File: src/rtl/gpfs_pkg.sv
// constants and encodings for the gpio pin function select block
// ----------------------------------------------------------------
// ----------------------------------------------------------------
package gpfs_pkg;

  localparam int ADDR_W = 8;
  localparam int DATA_W = 16;
  localparam int NUM_PINS = 8;

  localparam logic [7:0] OFS_PIN_FUNCTION_CONFIG = 8'h00;
  localparam logic [7:0] OFS_PIN_OUTPUT_DRIVE_ENABLE = 8'h04;

  localparam logic [15:0] RST_PIN_FUNCTION_CONFIG = 16'h0000;
  localparam logic [7:0] RST_OUTPUT_DRIVE_BITS = 8'h00;

  localparam int POS_PIN0 = 0;
  localparam int POS_PIN1 = 2;
  localparam int POS_PIN2 = 4;

  typedef enum logic [1:0] {
    GPFS_P0_IRQ0 = 2'b00,
    GPFS_P0_TRIG0 = 2'b01,
    GPFS_P0_SYNC0 = 2'b10,
    GPFS_P0_GPIO = 2'b11
  } gpfs_p0_mode_t;

  typedef enum logic [1:0] {
    GPFS_P1_GPIO = 2'b00,
    GPFS_P1_TRIG1 = 2'b01,
    GPFS_P1_SYNC1 = 2'b10,
    GPFS_P1_SLEEP = 2'b11
  } gpfs_p1_mode_t;

  typedef enum logic [1:0] {
    GPFS_P2_POR = 2'b00,
    GPFS_P2_TRIG2 = 2'b01,
    GPFS_P2_SYNC2 = 2'b10,
    GPFS_P2_EXTERNAL_CLOCK_INPUT = 2'b11
  } gpfs_p2_mode_t;

endpackage : gpfs_pkg

File: src/rtl/gpfs_sync2.sv
// two-flop synchroniser for pin inputs
`timescale 1ns/1ps
`default_nettype none
module gpfs_sync2 #(
  parameter int W = 3
) (
  input wire logic clk, // core clock
  input wire logic arst_n, // async reset, active low
  input wire logic [W-1:0] d, // asynchronous input
  output logic [W-1:0] q // synchronised output
);
  logic [W-1:0] meta_ff;

  always_ff @(posedge clk or negedge arst_n) begin
    if (!arst_n) begin
      meta_ff <= '0;
      q <= '0;
    end else begin
      meta_ff <= d;
      q <= meta_ff;
    end
  end
endmodule : gpfs_sync2
`default_nettype wire

File: src/rtl/gpfs_pin_route.sv
// combinational role decode for pins 0..2
`timescale 1ns/1ps
`default_nettype none
module gpfs_pin_route (
  input wire logic [1:0] pin0_function_field, // pin0 role code
  input wire logic [1:0] pin1_function_field, // pin1 role code
  input wire logic [1:0] pin2_function_field, // pin2 role code
  input wire logic irq0, // interrupt 0 level
  input wire logic sleep_flag, // high while hibernating
  input wire logic por_status, // power-on-reset status
  input wire logic [2:0] sync_out, // sync outputs for ext devices 0..2
  input wire logic [2:0] gpio_out, // gpio data for pins 0 and 1; pin2 has no gpio role
  output logic [2:0] func_out, // level to drive on pins 0..2
  output logic [2:0] trig_sel, // pin is a sequence trigger input
  output logic external_clock_input_sel // pin2 acts as external clock input
);
  always_comb begin
    func_out = 3'h0;
    trig_sel = 3'h0;
    external_clock_input_sel = 1'b0;
    unique case (gpfs_pkg::gpfs_p0_mode_t'(pin0_function_field))
      gpfs_pkg::GPFS_P0_IRQ0: func_out[0] = irq0;
      gpfs_pkg::GPFS_P0_TRIG0: trig_sel[0] = 1'b1;
      gpfs_pkg::GPFS_P0_SYNC0: func_out[0] = sync_out[0];
      gpfs_pkg::GPFS_P0_GPIO: func_out[0] = gpio_out[0];
    endcase
    unique case (gpfs_pkg::gpfs_p1_mode_t'(pin1_function_field))
      gpfs_pkg::GPFS_P1_GPIO: func_out[1] = gpio_out[1];
      gpfs_pkg::GPFS_P1_TRIG1: trig_sel[1] = 1'b1;
      gpfs_pkg::GPFS_P1_SYNC1: func_out[1] = sync_out[1];
      gpfs_pkg::GPFS_P1_SLEEP: func_out[1] = sleep_flag;
    endcase
    unique case (gpfs_pkg::gpfs_p2_mode_t'(pin2_function_field))
      gpfs_pkg::GPFS_P2_POR: func_out[2] = por_status;
      gpfs_pkg::GPFS_P2_TRIG2: trig_sel[2] = 1'b1;
      gpfs_pkg::GPFS_P2_SYNC2: func_out[2] = sync_out[2];
      gpfs_pkg::GPFS_P2_EXTERNAL_CLOCK_INPUT: external_clock_input_sel = 1'b1;
    endcase
  end
endmodule : gpfs_pin_route
`default_nettype wire

File: src/rtl/gpfs_top.sv
// pin function select and output drive enable, top level
//
// Decided for this implementation: the strobed register port.
`timescale 1ns/1ps
`default_nettype none
module gpfs_top (
  input wire logic clk, // core clock, 125 MHz
  input wire logic arst_n, // async reset, active low
  input wire logic [7:0] reg_addr, // register byte address
  input wire logic [15:0] reg_wdata, // write data
  input wire logic reg_wr, // write strobe
  input wire logic reg_rd, // read strobe
  output logic [15:0] reg_rdata, // read data, cycle after strobe
  input wire logic irq0, // interrupt 0 level from core
  input wire logic sleep_flag, // hibernate indication from core
  input wire logic por_status, // power-on-reset status from core
  input wire logic [2:0] sync_out, // sync outputs for ext devices 0..2
  input wire logic [7:0] gpio_out, // gpio data out for pins 0, 1 and 3..7; pin2 has no gpio role
  input wire logic [7:0] pin_in, // pin levels, asynchronous
  output logic [7:0] pin_out, // pin output level
  output logic [7:0] pin_oe, // pin output enable, high drives
  output logic [2:0] seq_trigger, // sequence 0..2 trigger levels
  output logic ext_clock_in, // external clock level from pin2
  output logic [7:0] pin_in_sync // synchronised pin levels
);
  logic [15:0] pin_function_config_ff;
  logic [7:0] output_drive_bits_ff;
  logic [15:0] nxt_rdata;
  logic [7:0] pin_sync;
  logic [2:0] func_out;
  logic [2:0] trig_sel;
  logic external_clock_input_sel;
  logic [2:0] seq_trigger_ff;
  logic ext_clock_in_ff;
  logic [2:0] pin_out_role_ff;
  logic [4:0] pin_out_gpio_ff;
  logic cfg_wr_en;
  logic oe_wr_en;
  logic [1:0] pin0_function_field;
  logic [1:0] pin1_function_field;
  logic [1:0] pin2_function_field;

  // ----------------------------------------
  // address decode, shared by write and read paths
  // ----------------------------------------
  function automatic logic hit_cfg(input logic [7:0] addr);
    return addr == gpfs_pkg::OFS_PIN_FUNCTION_CONFIG;
  endfunction : hit_cfg

  function automatic logic hit_oe(input logic [7:0] addr);
    return addr == gpfs_pkg::OFS_PIN_OUTPUT_DRIVE_ENABLE;
  endfunction : hit_oe

  // unmapped offsets match neither decode, so their writes are dropped
  assign cfg_wr_en = reg_wr && hit_cfg(reg_addr);
  assign oe_wr_en = reg_wr && hit_oe(reg_addr);

  // ----------------------------------------
  // register writes
  // ----------------------------------------
  always_ff @(posedge clk or negedge arst_n) begin
    if (!arst_n) begin
      pin_function_config_ff <= gpfs_pkg::RST_PIN_FUNCTION_CONFIG;
    end else if (cfg_wr_en) begin
      pin_function_config_ff <= reg_wdata;
    end
  end

  always_ff @(posedge clk or negedge arst_n) begin
    if (!arst_n) begin
      output_drive_bits_ff <= gpfs_pkg::RST_OUTPUT_DRIVE_BITS;
    end else if (oe_wr_en) begin
      output_drive_bits_ff <= reg_wdata[7:0];
    end
  end

  // ----------------------------------------
  // register reads
  // ----------------------------------------
  always_comb begin
    nxt_rdata = 16'h0000;
    if (hit_cfg(reg_addr)) begin
      nxt_rdata = pin_function_config_ff;
    end else if (hit_oe(reg_addr)) begin
      nxt_rdata = {8'h00, output_drive_bits_ff};
    end
  end

  // read data held only in the cycle after the strobe
  always_ff @(posedge clk or negedge arst_n) begin
    if (!arst_n) begin
      reg_rdata <= 16'h0000;
    end else if (reg_rd) begin
      reg_rdata <= nxt_rdata;
    end else begin
      reg_rdata <= 16'h0000;
    end
  end

  // ----------------------------------------
  // pin input synchronisation and routing
  // ----------------------------------------
  gpfs_sync2 #(
    .W(gpfs_pkg::NUM_PINS)
  ) u_sync (
    .clk(clk),
    .arst_n(arst_n),
    .d(pin_in),
    .q(pin_sync)
  );

  assign pin0_function_field = pin_function_config_ff[gpfs_pkg::POS_PIN0 +: 2];
  assign pin1_function_field = pin_function_config_ff[gpfs_pkg::POS_PIN1 +: 2];
  assign pin2_function_field = pin_function_config_ff[gpfs_pkg::POS_PIN2 +: 2];

  gpfs_pin_route u_route (
    .pin0_function_field(pin0_function_field),
    .pin1_function_field(pin1_function_field),
    .pin2_function_field(pin2_function_field),
    .irq0(irq0),
    .sleep_flag(sleep_flag),
    .por_status(por_status),
    .sync_out(sync_out),
    .gpio_out(gpio_out[2:0]),
    .func_out(func_out),
    .trig_sel(trig_sel),
    .external_clock_input_sel(external_clock_input_sel)
  );

  // input roles read only synchronised levels; unused roles read low
  always_ff @(posedge clk or negedge arst_n) begin
    if (!arst_n) begin
      seq_trigger_ff <= 3'h0;
    end else begin
      seq_trigger_ff <= trig_sel & pin_sync[2:0];
    end
  end

  // pin2 level passes only in the clock role, so trigger toggles on that
  // pin never reach the clock consumer
  always_ff @(posedge clk or negedge arst_n) begin
    if (!arst_n) begin
      ext_clock_in_ff <= 1'b0;
    end else begin
      ext_clock_in_ff <= external_clock_input_sel & pin_sync[2];
    end
  end

  // ----------------------------------------
  // pin drive levels
  // ----------------------------------------
  // input roles drive low; the enable alone decides if that reaches the pad
  always_ff @(posedge clk or negedge arst_n) begin
    if (!arst_n) begin
      pin_out_role_ff <= 3'h0;
    end else begin
      pin_out_role_ff <= func_out;
    end
  end

  // pins 3..7 have no role field in this block and carry gpio data only
  always_ff @(posedge clk or negedge arst_n) begin
    if (!arst_n) begin
      pin_out_gpio_ff <= 5'h00;
    end else begin
      pin_out_gpio_ff <= gpio_out[7:3];
    end
  end

  assign pin_oe = output_drive_bits_ff;
  assign pin_out = {pin_out_gpio_ff, pin_out_role_ff};
  assign seq_trigger = seq_trigger_ff;
  assign ext_clock_in = ext_clock_in_ff;
  assign pin_in_sync = pin_sync;

endmodule : gpfs_top
`default_nettype wire

File: config.mk
export PLATFORM = sky130hd
export DESIGN_NAME = gpfs_top
export DESIGN_NICKNAME = d
export VERILOG_FILES = /design/src/rtl/gpfs_pkg.sv /design/src/rtl/gpfs_sync2.sv /design/src/rtl/gpfs_pin_route.sv /design/src/rtl/gpfs_top.sv
export SDC_FILE = /design/constraint.sdc
export NUM_CORES = 1
export LEC_CHECK = 0
export BUFFER_PORTS_ARGS = -buffer_cell sky130_fd_sc_hd__buf_2
export CORE_MARGIN = 2
export CORE_UTILIZATION = 43
export DETAILED_ROUTE_END_ITERATION = 10
export GPL_ROUTABILITY_DRIVEN = 1
export HOLD_SLACK_MARGIN = 0.15
export PLACE_DENSITY = 0.76
export SYNTH_ARGS = -nofsm -noshare
export SYNTH_HDL_FRONTEND = slang
export SYNTH_SLANG_ARGS = --single-unit
File: constraint.sdc
create_clock -name clk -period 0.8 [get_ports clk]
set_input_delay 0.08 -clock clk [delete_from_list [all_inputs] [get_ports clk]]
set_output_delay 0.08 -clock clk [all_outputs]
set_load 0.05 [all_outputs]
==> impl_summary.txt, run 1 <==
----------------------------------------------------
[Flow run]
  MaxCap Viol Count ... 0

[Floorplanning]
  Number of top-level pins ... 94
  Die Outline Area ... 6110 µm²
  Cell row count ... 27
  Initial standard-cell utilization of the core ... 43.8%
  Chip Height ... 78.2 µm
  Core Region ... 5410 µm²
  Die width ... 78.2 µm

[Outcome]
  Status ... finished with violations
  Violated checks ... setup timing

[Clock network]
  Clock transition at the register clock pins on the worst setup and hold paths after CTS ... 0.07 ns
  Number of buffers between clock root and the deepest sink ... 2
  Clock tree from TritonCTS ... yes
  Count of hold-fix buffers inserted at cts ... 38
  CTS Buf Count ... 9
  Max H-tree Level ... 3
  Skew-Pair Late Insertion Delay ... 0.34 ns
  Clk root buf ... sky130_fd_sc_hd__clkbuf_8
  Number of sinks driven by the clock tree ... 68

[Timing]
  Max-slew headroom at the worst pin ... 76.7%
  Final critical-path required period ... 1.03 ns
  Setup slack of the critical path after layout ... -0.231 ns
  Clock Skews ... 0.00655 ns
  Highest achievable clock rate ... 0.970 GHz
  Unrepaired setup endpoints after global routing ... true
  Actual slew at the worst max-slew pin ... 0.349 ns
  Number of endpoints failing setup at the final stage ... 86
  Max Transition Viols Final ... 0
  Post-route clock period utilization ... 129%
  Hold violation count in the final report ... 0

[Synth]
  Total of warnings raised by yosys ... 0
  Net count after synthesis ... 188
  Count of state elements after synthesis ... 68
  Count of unique library cells instantiated by Yosys ... 16
  Area of the mapped netlist ... 2370 µm²
  Syn_area_per_cell ... 17.1 µm²
  Portion of the post-synthesis area used by sequential elements ... 71.9%
  Cell count after synthesis ... 138

[Route]
  Via count ... 1782
  Antenna-violating nets left ... 0
  Total detailed-routing wirelength ... 6630 µm
  Met2 WL ... 3720 µm
  Detailed Routing Iterations Pass 1 ... 4
  Post-DR wirelength/cell ... 17.8 µm
  Met3 wire len ... 342 µm
  Wire length on met1 ... 2380 µm
  Highest routed metal layer ... met4
  DRT iter0 DRCs ... 52
  Average vias per placed instance ... 4.78
  DRC violations left ... 0

[Global routing]
  Wire length of the first global-routing pass ... 9230 µm
  Vias in the first global route ... 1867
  Global-route usage over all layers ... 20.6%
  Maximum number of pins on one net before global-route repair ... 69
  Total congestion overflow ... 0
  Number of antenna violations at the first check in global routing ... 0

[Pwr]
  Leakage power summed over all cells ... 2.03 nW
  Sum of internal, switching and leakage power ... 7.45 mW
  VDD IR-drop max ... 0.00121 V
  Power per cell area ... 1800 nW/µm²

[Placement]
  Gp weighted congestion ... 0.708
  Post-DP HPWL ... 3100 µm
  # placed instances ... 309
  Worst setup slack after placement ... -0.548 ns
  Number of I/O port buffers ... 92

[Worst hold path]
  Class of the tightest hold or removal check ... in2reg

[Worst setup path]
  Critical Path Start Type ... input pin
  Worst EP arrival ... 1.25 ns
  Critical Setup Path Class ... in2reg
  Required time reported for the critical path endpoint ... 1.02 ns
  Critical path endpoint category ... register
  Maximum net fanout on the critical path ... 8

[Final layout]
  Final-layout fill cell count ... 315
  Fraction of final layout cells with drive strength greater than 1 ... 61.5%
  Non-filler cells, final ... 373
  Layout Area Growth over Synthesis ... 74.6%
  Count of inserted antenna diode cells ... 0
  Final net count ... 347

----------------------------------------------------
-- cells by family after synthesis --
family	after synthesis	share of synthesized area, %
flops	68	71.9
buf+inv	2	0.952
mux	35	17.7
simple gates	31	9.04
compound gates	2	0.423
-- metal layers --
metal	GRT usage (%)	vias up
li1	-	786
met1	23.4	913
met2	36.7	68
met3	5.40	15
met4	8.42	0
met5	0	-
-- worst max-delay path, stage by stage --
cell                      delay (ns)
sky130_fd_sc_hd__buf_6          0.09
sky130_fd_sc_hd__nor4_4         0.26
sky130_fd_sc_hd__buf_4          0.17
sky130_fd_sc_hd__buf_6          0.11
sky130_fd_sc_hd__nand4_4        0.07
sky130_fd_sc_hd__buf_8          0.16
sky130_fd_sc_hd__mux2_4         0.30
-- cell usage in the layout (no fill, tap or decap), types with 3 or more instances in the layout --
cell / count
sky130_fd_sc_hd__and2_4: 6
sky130_fd_sc_hd__buf_2: 43
sky130_fd_sc_hd__buf_4: 6
sky130_fd_sc_hd__buf_6: 58
sky130_fd_sc_hd__clkbuf_8: 10
sky130_fd_sc_hd__dfrtp_1: 53
sky130_fd_sc_hd__dfrtp_2: 15
sky130_fd_sc_hd__dlygate4sd3_1: 38
sky130_fd_sc_hd__mux2_2: 12
sky130_fd_sc_hd__mux2_4: 12
sky130_fd_sc_hd__mux2i_1: 8
sky130_fd_sc_hd__nor2_1: 6
sky130_fd_sc_hd__nor2_2: 3
-- where the power goes --
group	internal (mW)	leakage [nW]	switching [mW]	total (mW)
combinational	0.502	1.07	0.512	1.01
clock	1.50	0.0914	1.28	2.78
sequential	3.57	0.868	0.0937	3.66
-- sequential cells by signal, summed over array words and instances (netlist names) --
register and count:
u_sync.q 8, pin_function_config_ff 16, pin_out_gpio_ff 5, pin_out_role_ff 3
seq_trigger 3, ext_clock_in 1, reg_rdata 16, u_sync.meta_ff 8
pin_oe 8
-- final cells by class --
class                   instances  area [µm²]  area share, %
repair buffers                150        1390           33.7
well taps                      72        90.1           2.18
clock inverters                 4        50.0           1.21
flip-flops and latches         68        1720           41.7
clock buffers                  11         141           3.42
multi-input cells              68         737           17.8
-- cell usage after synthesis --
master	number	area share, %
sky130_fd_sc_hd__dfrtp_1	68	72
sky130_fd_sc_hd__mux2_2	14	6.7
sky130_fd_sc_hd__mux2i_1	11	4.7
sky130_fd_sc_hd__mux2_4	10	6.3
sky130_fd_sc_hd__nor2_1	10	1.6
sky130_fd_sc_hd__and2_1	8	2.1
sky130_fd_sc_hd__nand3_1	3	0.63
sky130_fd_sc_hd__and3_1	2	0.53
sky130_fd_sc_hd__and3b_1	2	0.74
sky130_fd_sc_hd__buf_6	2	0.95
sky130_fd_sc_hd__nor4_4	2	1.8
sky130_fd_sc_hd__o21ai_0	2	0.42
sky130_fd_sc_hd__nand2_1	1	0.16
sky130_fd_sc_hd__nand3_4	1	0.74
sky130_fd_sc_hd__nand4_2	1	0.53
sky130_fd_sc_hd__nor3_1	1	0.21
-- worst paths after layout --
kind,slack [ns],cells after the start,startpoint,to
max,-0.23,7,reg_addr[5],pin_oe[1]$_DFFE_PN0P_
max in group asynchronous,0.21,3,arst_n,pin_oe[7]$_DFFE_PN0P_
min in group asynchronous,0.30,3,arst_n,pin_out_role_ff[0]$_DFF_PN0_
min,0.12,4,reg_rd,reg_rdata[5]$_DFF_PN0_
max reg2reg,-0.15,2,pin_oe[1]$_DFFE_PN0P_,pin_oe[1]$_DFFE_PN0P_
min reg2reg,0.35,0,u_sync.meta_ff[7]$_DFF_PN0_,u_sync.q[7]$_DFF_PN0_
-- per-stage QoR --
| step | util (%) | hold slack [ns] | setup TNS [ns] | area, µm² |
|---|---|---|---|---|
| floorplan | - | -0.216 | -10.21 | 2380 |
| global placement | 55.5 | 0.119 | -17.00 | 3000 |
| detailed placement | 55.5 | 0.127 | -18.42 | 3000 |
| CTS | 73.9 | 0.134 | -10.46 | 3990 |
| global route | 76.4 | 0.124 | -15.76 | 4130 |
| finish | 76.4 | 0.121 | -12.93 | 4130 |
-- what timing repair did --
action / CTS / global route
cloned: 1 / 0
buffers inserted: 8 / 3
resized for setup: 107 / 32
hold endpoints to repair: 116 / 8
pin swaps: 2 / 12
endpoints found under the setup margin: 79 / 86
Power figures use the tool's default switching activity.
==> run 2, diff against run 1 <==
==> constraint.sdc (replaced) <==
create_clock -name clk -period 0.8 [get_ports clk]
set_input_delay 0.16 -clock clk [delete_from_list [all_inputs] [get_ports clk]]
set_output_delay 0.16 -clock clk [all_outputs]
set_load 0.05 [all_outputs]
==> run 2 against run 1 <==
  * The flow still finishes with violations (setup timing)
  * Core utilization decreased by 3.1 points
  * Critical endpoint is now pin_oe[4]
  * Highest routed layer unchanged
  * Hold slack got worse by 0.063 ns
  * Non-clock buffer count decreased by 16
  * Sequential cell count unchanged
  * Register-to-register slack about the same
  * Die area unchanged
  * Fmax decreased by 4.5%
  * Clock-buffer cell count increased by 2
  * Clock power decreased by 5%
==> impl_summary.txt, run 2 (synthesis results as in run 1) <==
----------------------------------------------------
[Outcome]
  Status ... finished with violations (unchanged)
  Violated checks ... setup timing (unchanged)

[Floorplanning]
  Core Region ... 5410 µm² (unchanged)
  Initial standard-cell utilization of the core ... 43.8% (unchanged)
  Chip Height ... 78.2 µm (unchanged)
  Die width ... 78.2 µm (unchanged)
  Die Outline Area ... 6110 µm² (unchanged)
  Number of top-level pins ... 94 (unchanged)
  Cell row count ... 27 (unchanged)

[Worst setup path]
  Critical path endpoint category ... primary output (was register)
  Worst R2R Setup Slack ... -0.14 ns (was -0.15 ns)
  R2r worst-path depth ... 3 (was 2)
  Critical Path Start Type ... register (was input pin)
  Worst R2R End ... reg_rdata[4]$_DFF_PN0_ (was pin_oe[1]$_DFFE_PN0P_)
  Critical Setup Path Class ... reg2out (was in2reg)
  Peak per-stage delay on the critical path ... 0.42 ns (was 0.30 ns)
  Worst EP arrival ... 0.92 ns (was 1.25 ns)
  Critical path's top delay family ... flip-flops (was buffers and inverters)
  Number of buffers and inverters on the critical path ... 1 (was 4)
  Reg-to-Reg Start ... pin_oe[4]$_DFFE_PN0P_ (was pin_oe[1]$_DFFE_PN0P_)
  Maximum net fanout on the critical path ... 2 (was 8)
  Required time reported for the critical path endpoint ... 0.64 ns (was 1.02 ns)
  Max stage delay cell, worst path ... sky130_fd_sc_hd__dfrtp_1 (was sky130_fd_sc_hd__mux2_4)
  Cell-by-cell listing of the critical path ... buf_6 (was buf_6, nor4_4, buf_4, buf_6, nand4_4, buf_8, mux2_4)

[Final layout]
  Final Cell Area ... 3960 µm² (was 4130 µm²)
  Most frequent standard cell in the layout excluding fill and tap cells ... sky130_fd_sc_hd__dfrtp_1 (was sky130_fd_sc_hd__buf_6)
  Layout Area Growth over Synthesis ... 67.4% (was 74.6%)
  Fraction of final layout cells with drive strength greater than 1 ... 63.2% (was 61.5%)
  Top Registers ... pin_function_config_ff x16, reg_rdata x16 (unchanged)
  Final net count ... 331 (was 347)
  Count of inserted antenna diode cells ... 0 (unchanged)
  Most frequent cells in the layout ... sky130_fd_sc_hd__dfrtp_1 (64), sky130_fd_sc_hd__buf_6 (61), sky130_fd_sc_hd__buf_2 (43) (was sky130_fd_sc_hd__buf_6 (58), sky130_fd_sc_hd__dfrtp_1 (53), sky130_fd_sc_hd__buf_2 (43))
  Final-layout fill cell count ... 337 (was 315)
  Final core utilization ... 73.3% (was 76.4%)
  Non-filler cells, final ... 357 (was 373)

[Timing]
  Clock Skews ... 0.00577 ns (was 0.00655 ns)
  Max Transition Viols Final ... 0 (unchanged)
  Max-slew headroom at the worst pin ... 77.0% (was 76.7%)
  Aggregate negative setup slack ... -16.41 ns (was -12.93 ns)
  Unrepaired setup endpoints after global routing ... true (unchanged)
  Actual slew at the worst max-slew pin ... 0.343 ns (was 0.349 ns)
  Post-route clock period utilization ... 135% (was 129%)
  Number of endpoints failing setup at the final stage ... 87 (was 86)
  Setup slack of the critical path after layout ... -0.280 ns (was -0.231 ns)
  Hold violation count in the final report ... 0 (unchanged)
  Highest achievable clock rate ... 0.926 GHz (was 0.970 GHz)
  Final critical-path required period ... 1.08 ns (was 1.03 ns)

[Route]
  Via count ... 1628 (was 1782)
  Post-DR wirelength/cell ... 15.5 µm (was 17.8 µm)
  DRC violations left ... 0 (unchanged)
  Average vias per placed instance ... 4.56 (was 4.78)
  DRT iter0 DRCs ... 49 (was 52)
  Antenna-violating nets left ... 0 (unchanged)
  Detailed Routing Iterations Pass 1 ... 4 (unchanged)
  Total detailed-routing wirelength ... 5540 µm (was 6630 µm)

[Flow run]
  MaxCap Viol Count ... 0 (unchanged)

[Clock network]
  Number of sinks driven by the clock tree ... 68 (unchanged)
  Number of buffers between clock root and the deepest sink ... 2 (unchanged)
  Skew-Pair Late Insertion Delay ... 0.33 ns (was 0.34 ns)
  CTS Buf Count ... 9 (unchanged)
  Clock transition at the register clock pins on the worst setup and hold paths after CTS ... 0.07 ns (about the same)
  Max H-tree Level ... 3 (unchanged)
  Clk root buf ... sky130_fd_sc_hd__clkbuf_8 (unchanged)
  Count of hold-fix buffers inserted at cts ... 20 (was 38)
  Clock tree from TritonCTS ... yes (unchanged)

[Pwr]
  Power per cell area ... 1830 nW/µm² (was 1800 nW/µm²)
  VDD IR-drop max ... 0.00120 V (was 0.00121 V)
  Leakage power summed over all cells ... 1.97 nW (was 2.03 nW)

[Worst hold path]
  Hold Crit Start ... reg_wdata[9] (was reg_rd)
  Min-Delay Endpoint ... pin_function_config_ff[9]$_DFFE_PN0P_ (was reg_rdata[5]$_DFF_PN0_)
  Class of the tightest hold or removal check ... in2reg (unchanged)
  Hold Path Stages ... 2 (was 4)

[Global routing]
  Total congestion overflow ... 0 (unchanged)
  Wire length of the first global-routing pass ... 8650 µm (was 9230 µm)
  Vias in the first global route ... 1816 (was 1867)
  Number of antenna violations at the first check in global routing ... 0 (unchanged)
  Maximum number of pins on one net before global-route repair ... 44 (was 69)
  Global-route usage over all layers ... 19.1% (was 20.6%)

[Placement]
  Post-Place Cell Area ... 3010 µm² (was 3000 µm²)
  Post-DP HPWL ... 3380 µm (was 3100 µm)
  # placed instances ... 312 (was 309)
  Gp weighted congestion ... 0.767 (was 0.708)
  Number of I/O port buffers ... 92 (unchanged)

----------------------------------------------------
## run 2: cell type report
type	instances	area, µm²	area share, %
multi-input cells	68	766	19.3
well taps	72	90.1	2.27
clock buffers	13	149	3.76
repair buffers	134	1210	30.7
flip-flops and latches	68	1710	43.1
clock inverters	2	35.0	0.884
## run 2: timing repair
item                                   in CTS  in global routing
setup endpoints to repair                  86                 88
endpoints found under the hold margin     108                 24
gates resized for setup                   110                 35
pin swaps                                   5                 10
buffers inserted                            9                  2
## run 2: worst reg2reg max path, stage by stage, from the launching register on
cell	delay, ns
sky130_fd_sc_hd__dfrtp_1	0.42
sky130_fd_sc_hd__buf_6	0.14
sky130_fd_sc_hd__mux2i_1	0.20
sky130_fd_sc_hd__nor2_2	0.06
## run 2: per-stage QoR
| stage | hold WS, ns | setup WS, ns | total power [mW] |
|---|---|---|---|
| 3_5_place_dp | 0.159 | -0.616 | 4.38 |
| 6_report | 0.0578 | -0.280 | 7.23 |
| 3_3_place_gp | 0.155 | -0.589 | 4.36 |
| 2_1_floorplan | -0.136 | -0.484 | 4.04 |
| 5_1_grt | 0.0430 | -0.311 | 7.55 |
| 4_1_cts | 0.0429 | -0.282 | 7.25 |
## run 2: metal layers
| metal | up-vias | track usage [%] | routed length, µm |
|---|---|---|---|
| met5 | - | 0 | 0 |
| met4 | 0 | 11.2 | 162 |
| met3 | 14 | 4.48 | 311 |
| met2 | 72 | 32.4 | 2950 |
| met1 | 782 | 22.0 | 2120 |
| li1 | 760 | - | - |
## run 2: worst max path at each step
stage	startpoint	to	slack, ns	cells past startpoint
final	pin_oe[4]$_DFFE_PN0P_	pin_oe[4]	-0.28	1
after detailed placement	reg_addr[5]	pin_oe[0]$_DFFE_PN0P_	-0.62	5
after global placement	reg_addr[5]	pin_function_config_ff[9]$_DFFE_PN0P_	-0.59	5
after global routing	pin_oe[2]$_DFFE_PN0P_	pin_oe[2]	-0.31	1
after CTS	pin_oe[3]$_DFFE_PN0P_	pin_oe[3]	-0.28	1
after floorplan	reg_addr[5]	pin_function_config_ff[10]$_DFFE_PN0P_	-0.48	4
## run 2: report_power, final
| group | switching (mW) | leakage [nW] | internal [mW] | total (mW) |
|---|---|---|---|---|
| clock | 1.13 | 0.0935 | 1.51 | 2.64 |
| combinational | 0.485 | 0.990 | 0.455 | 0.940 |
| sequential | 0.0879 | 0.885 | 3.56 | 3.65 |
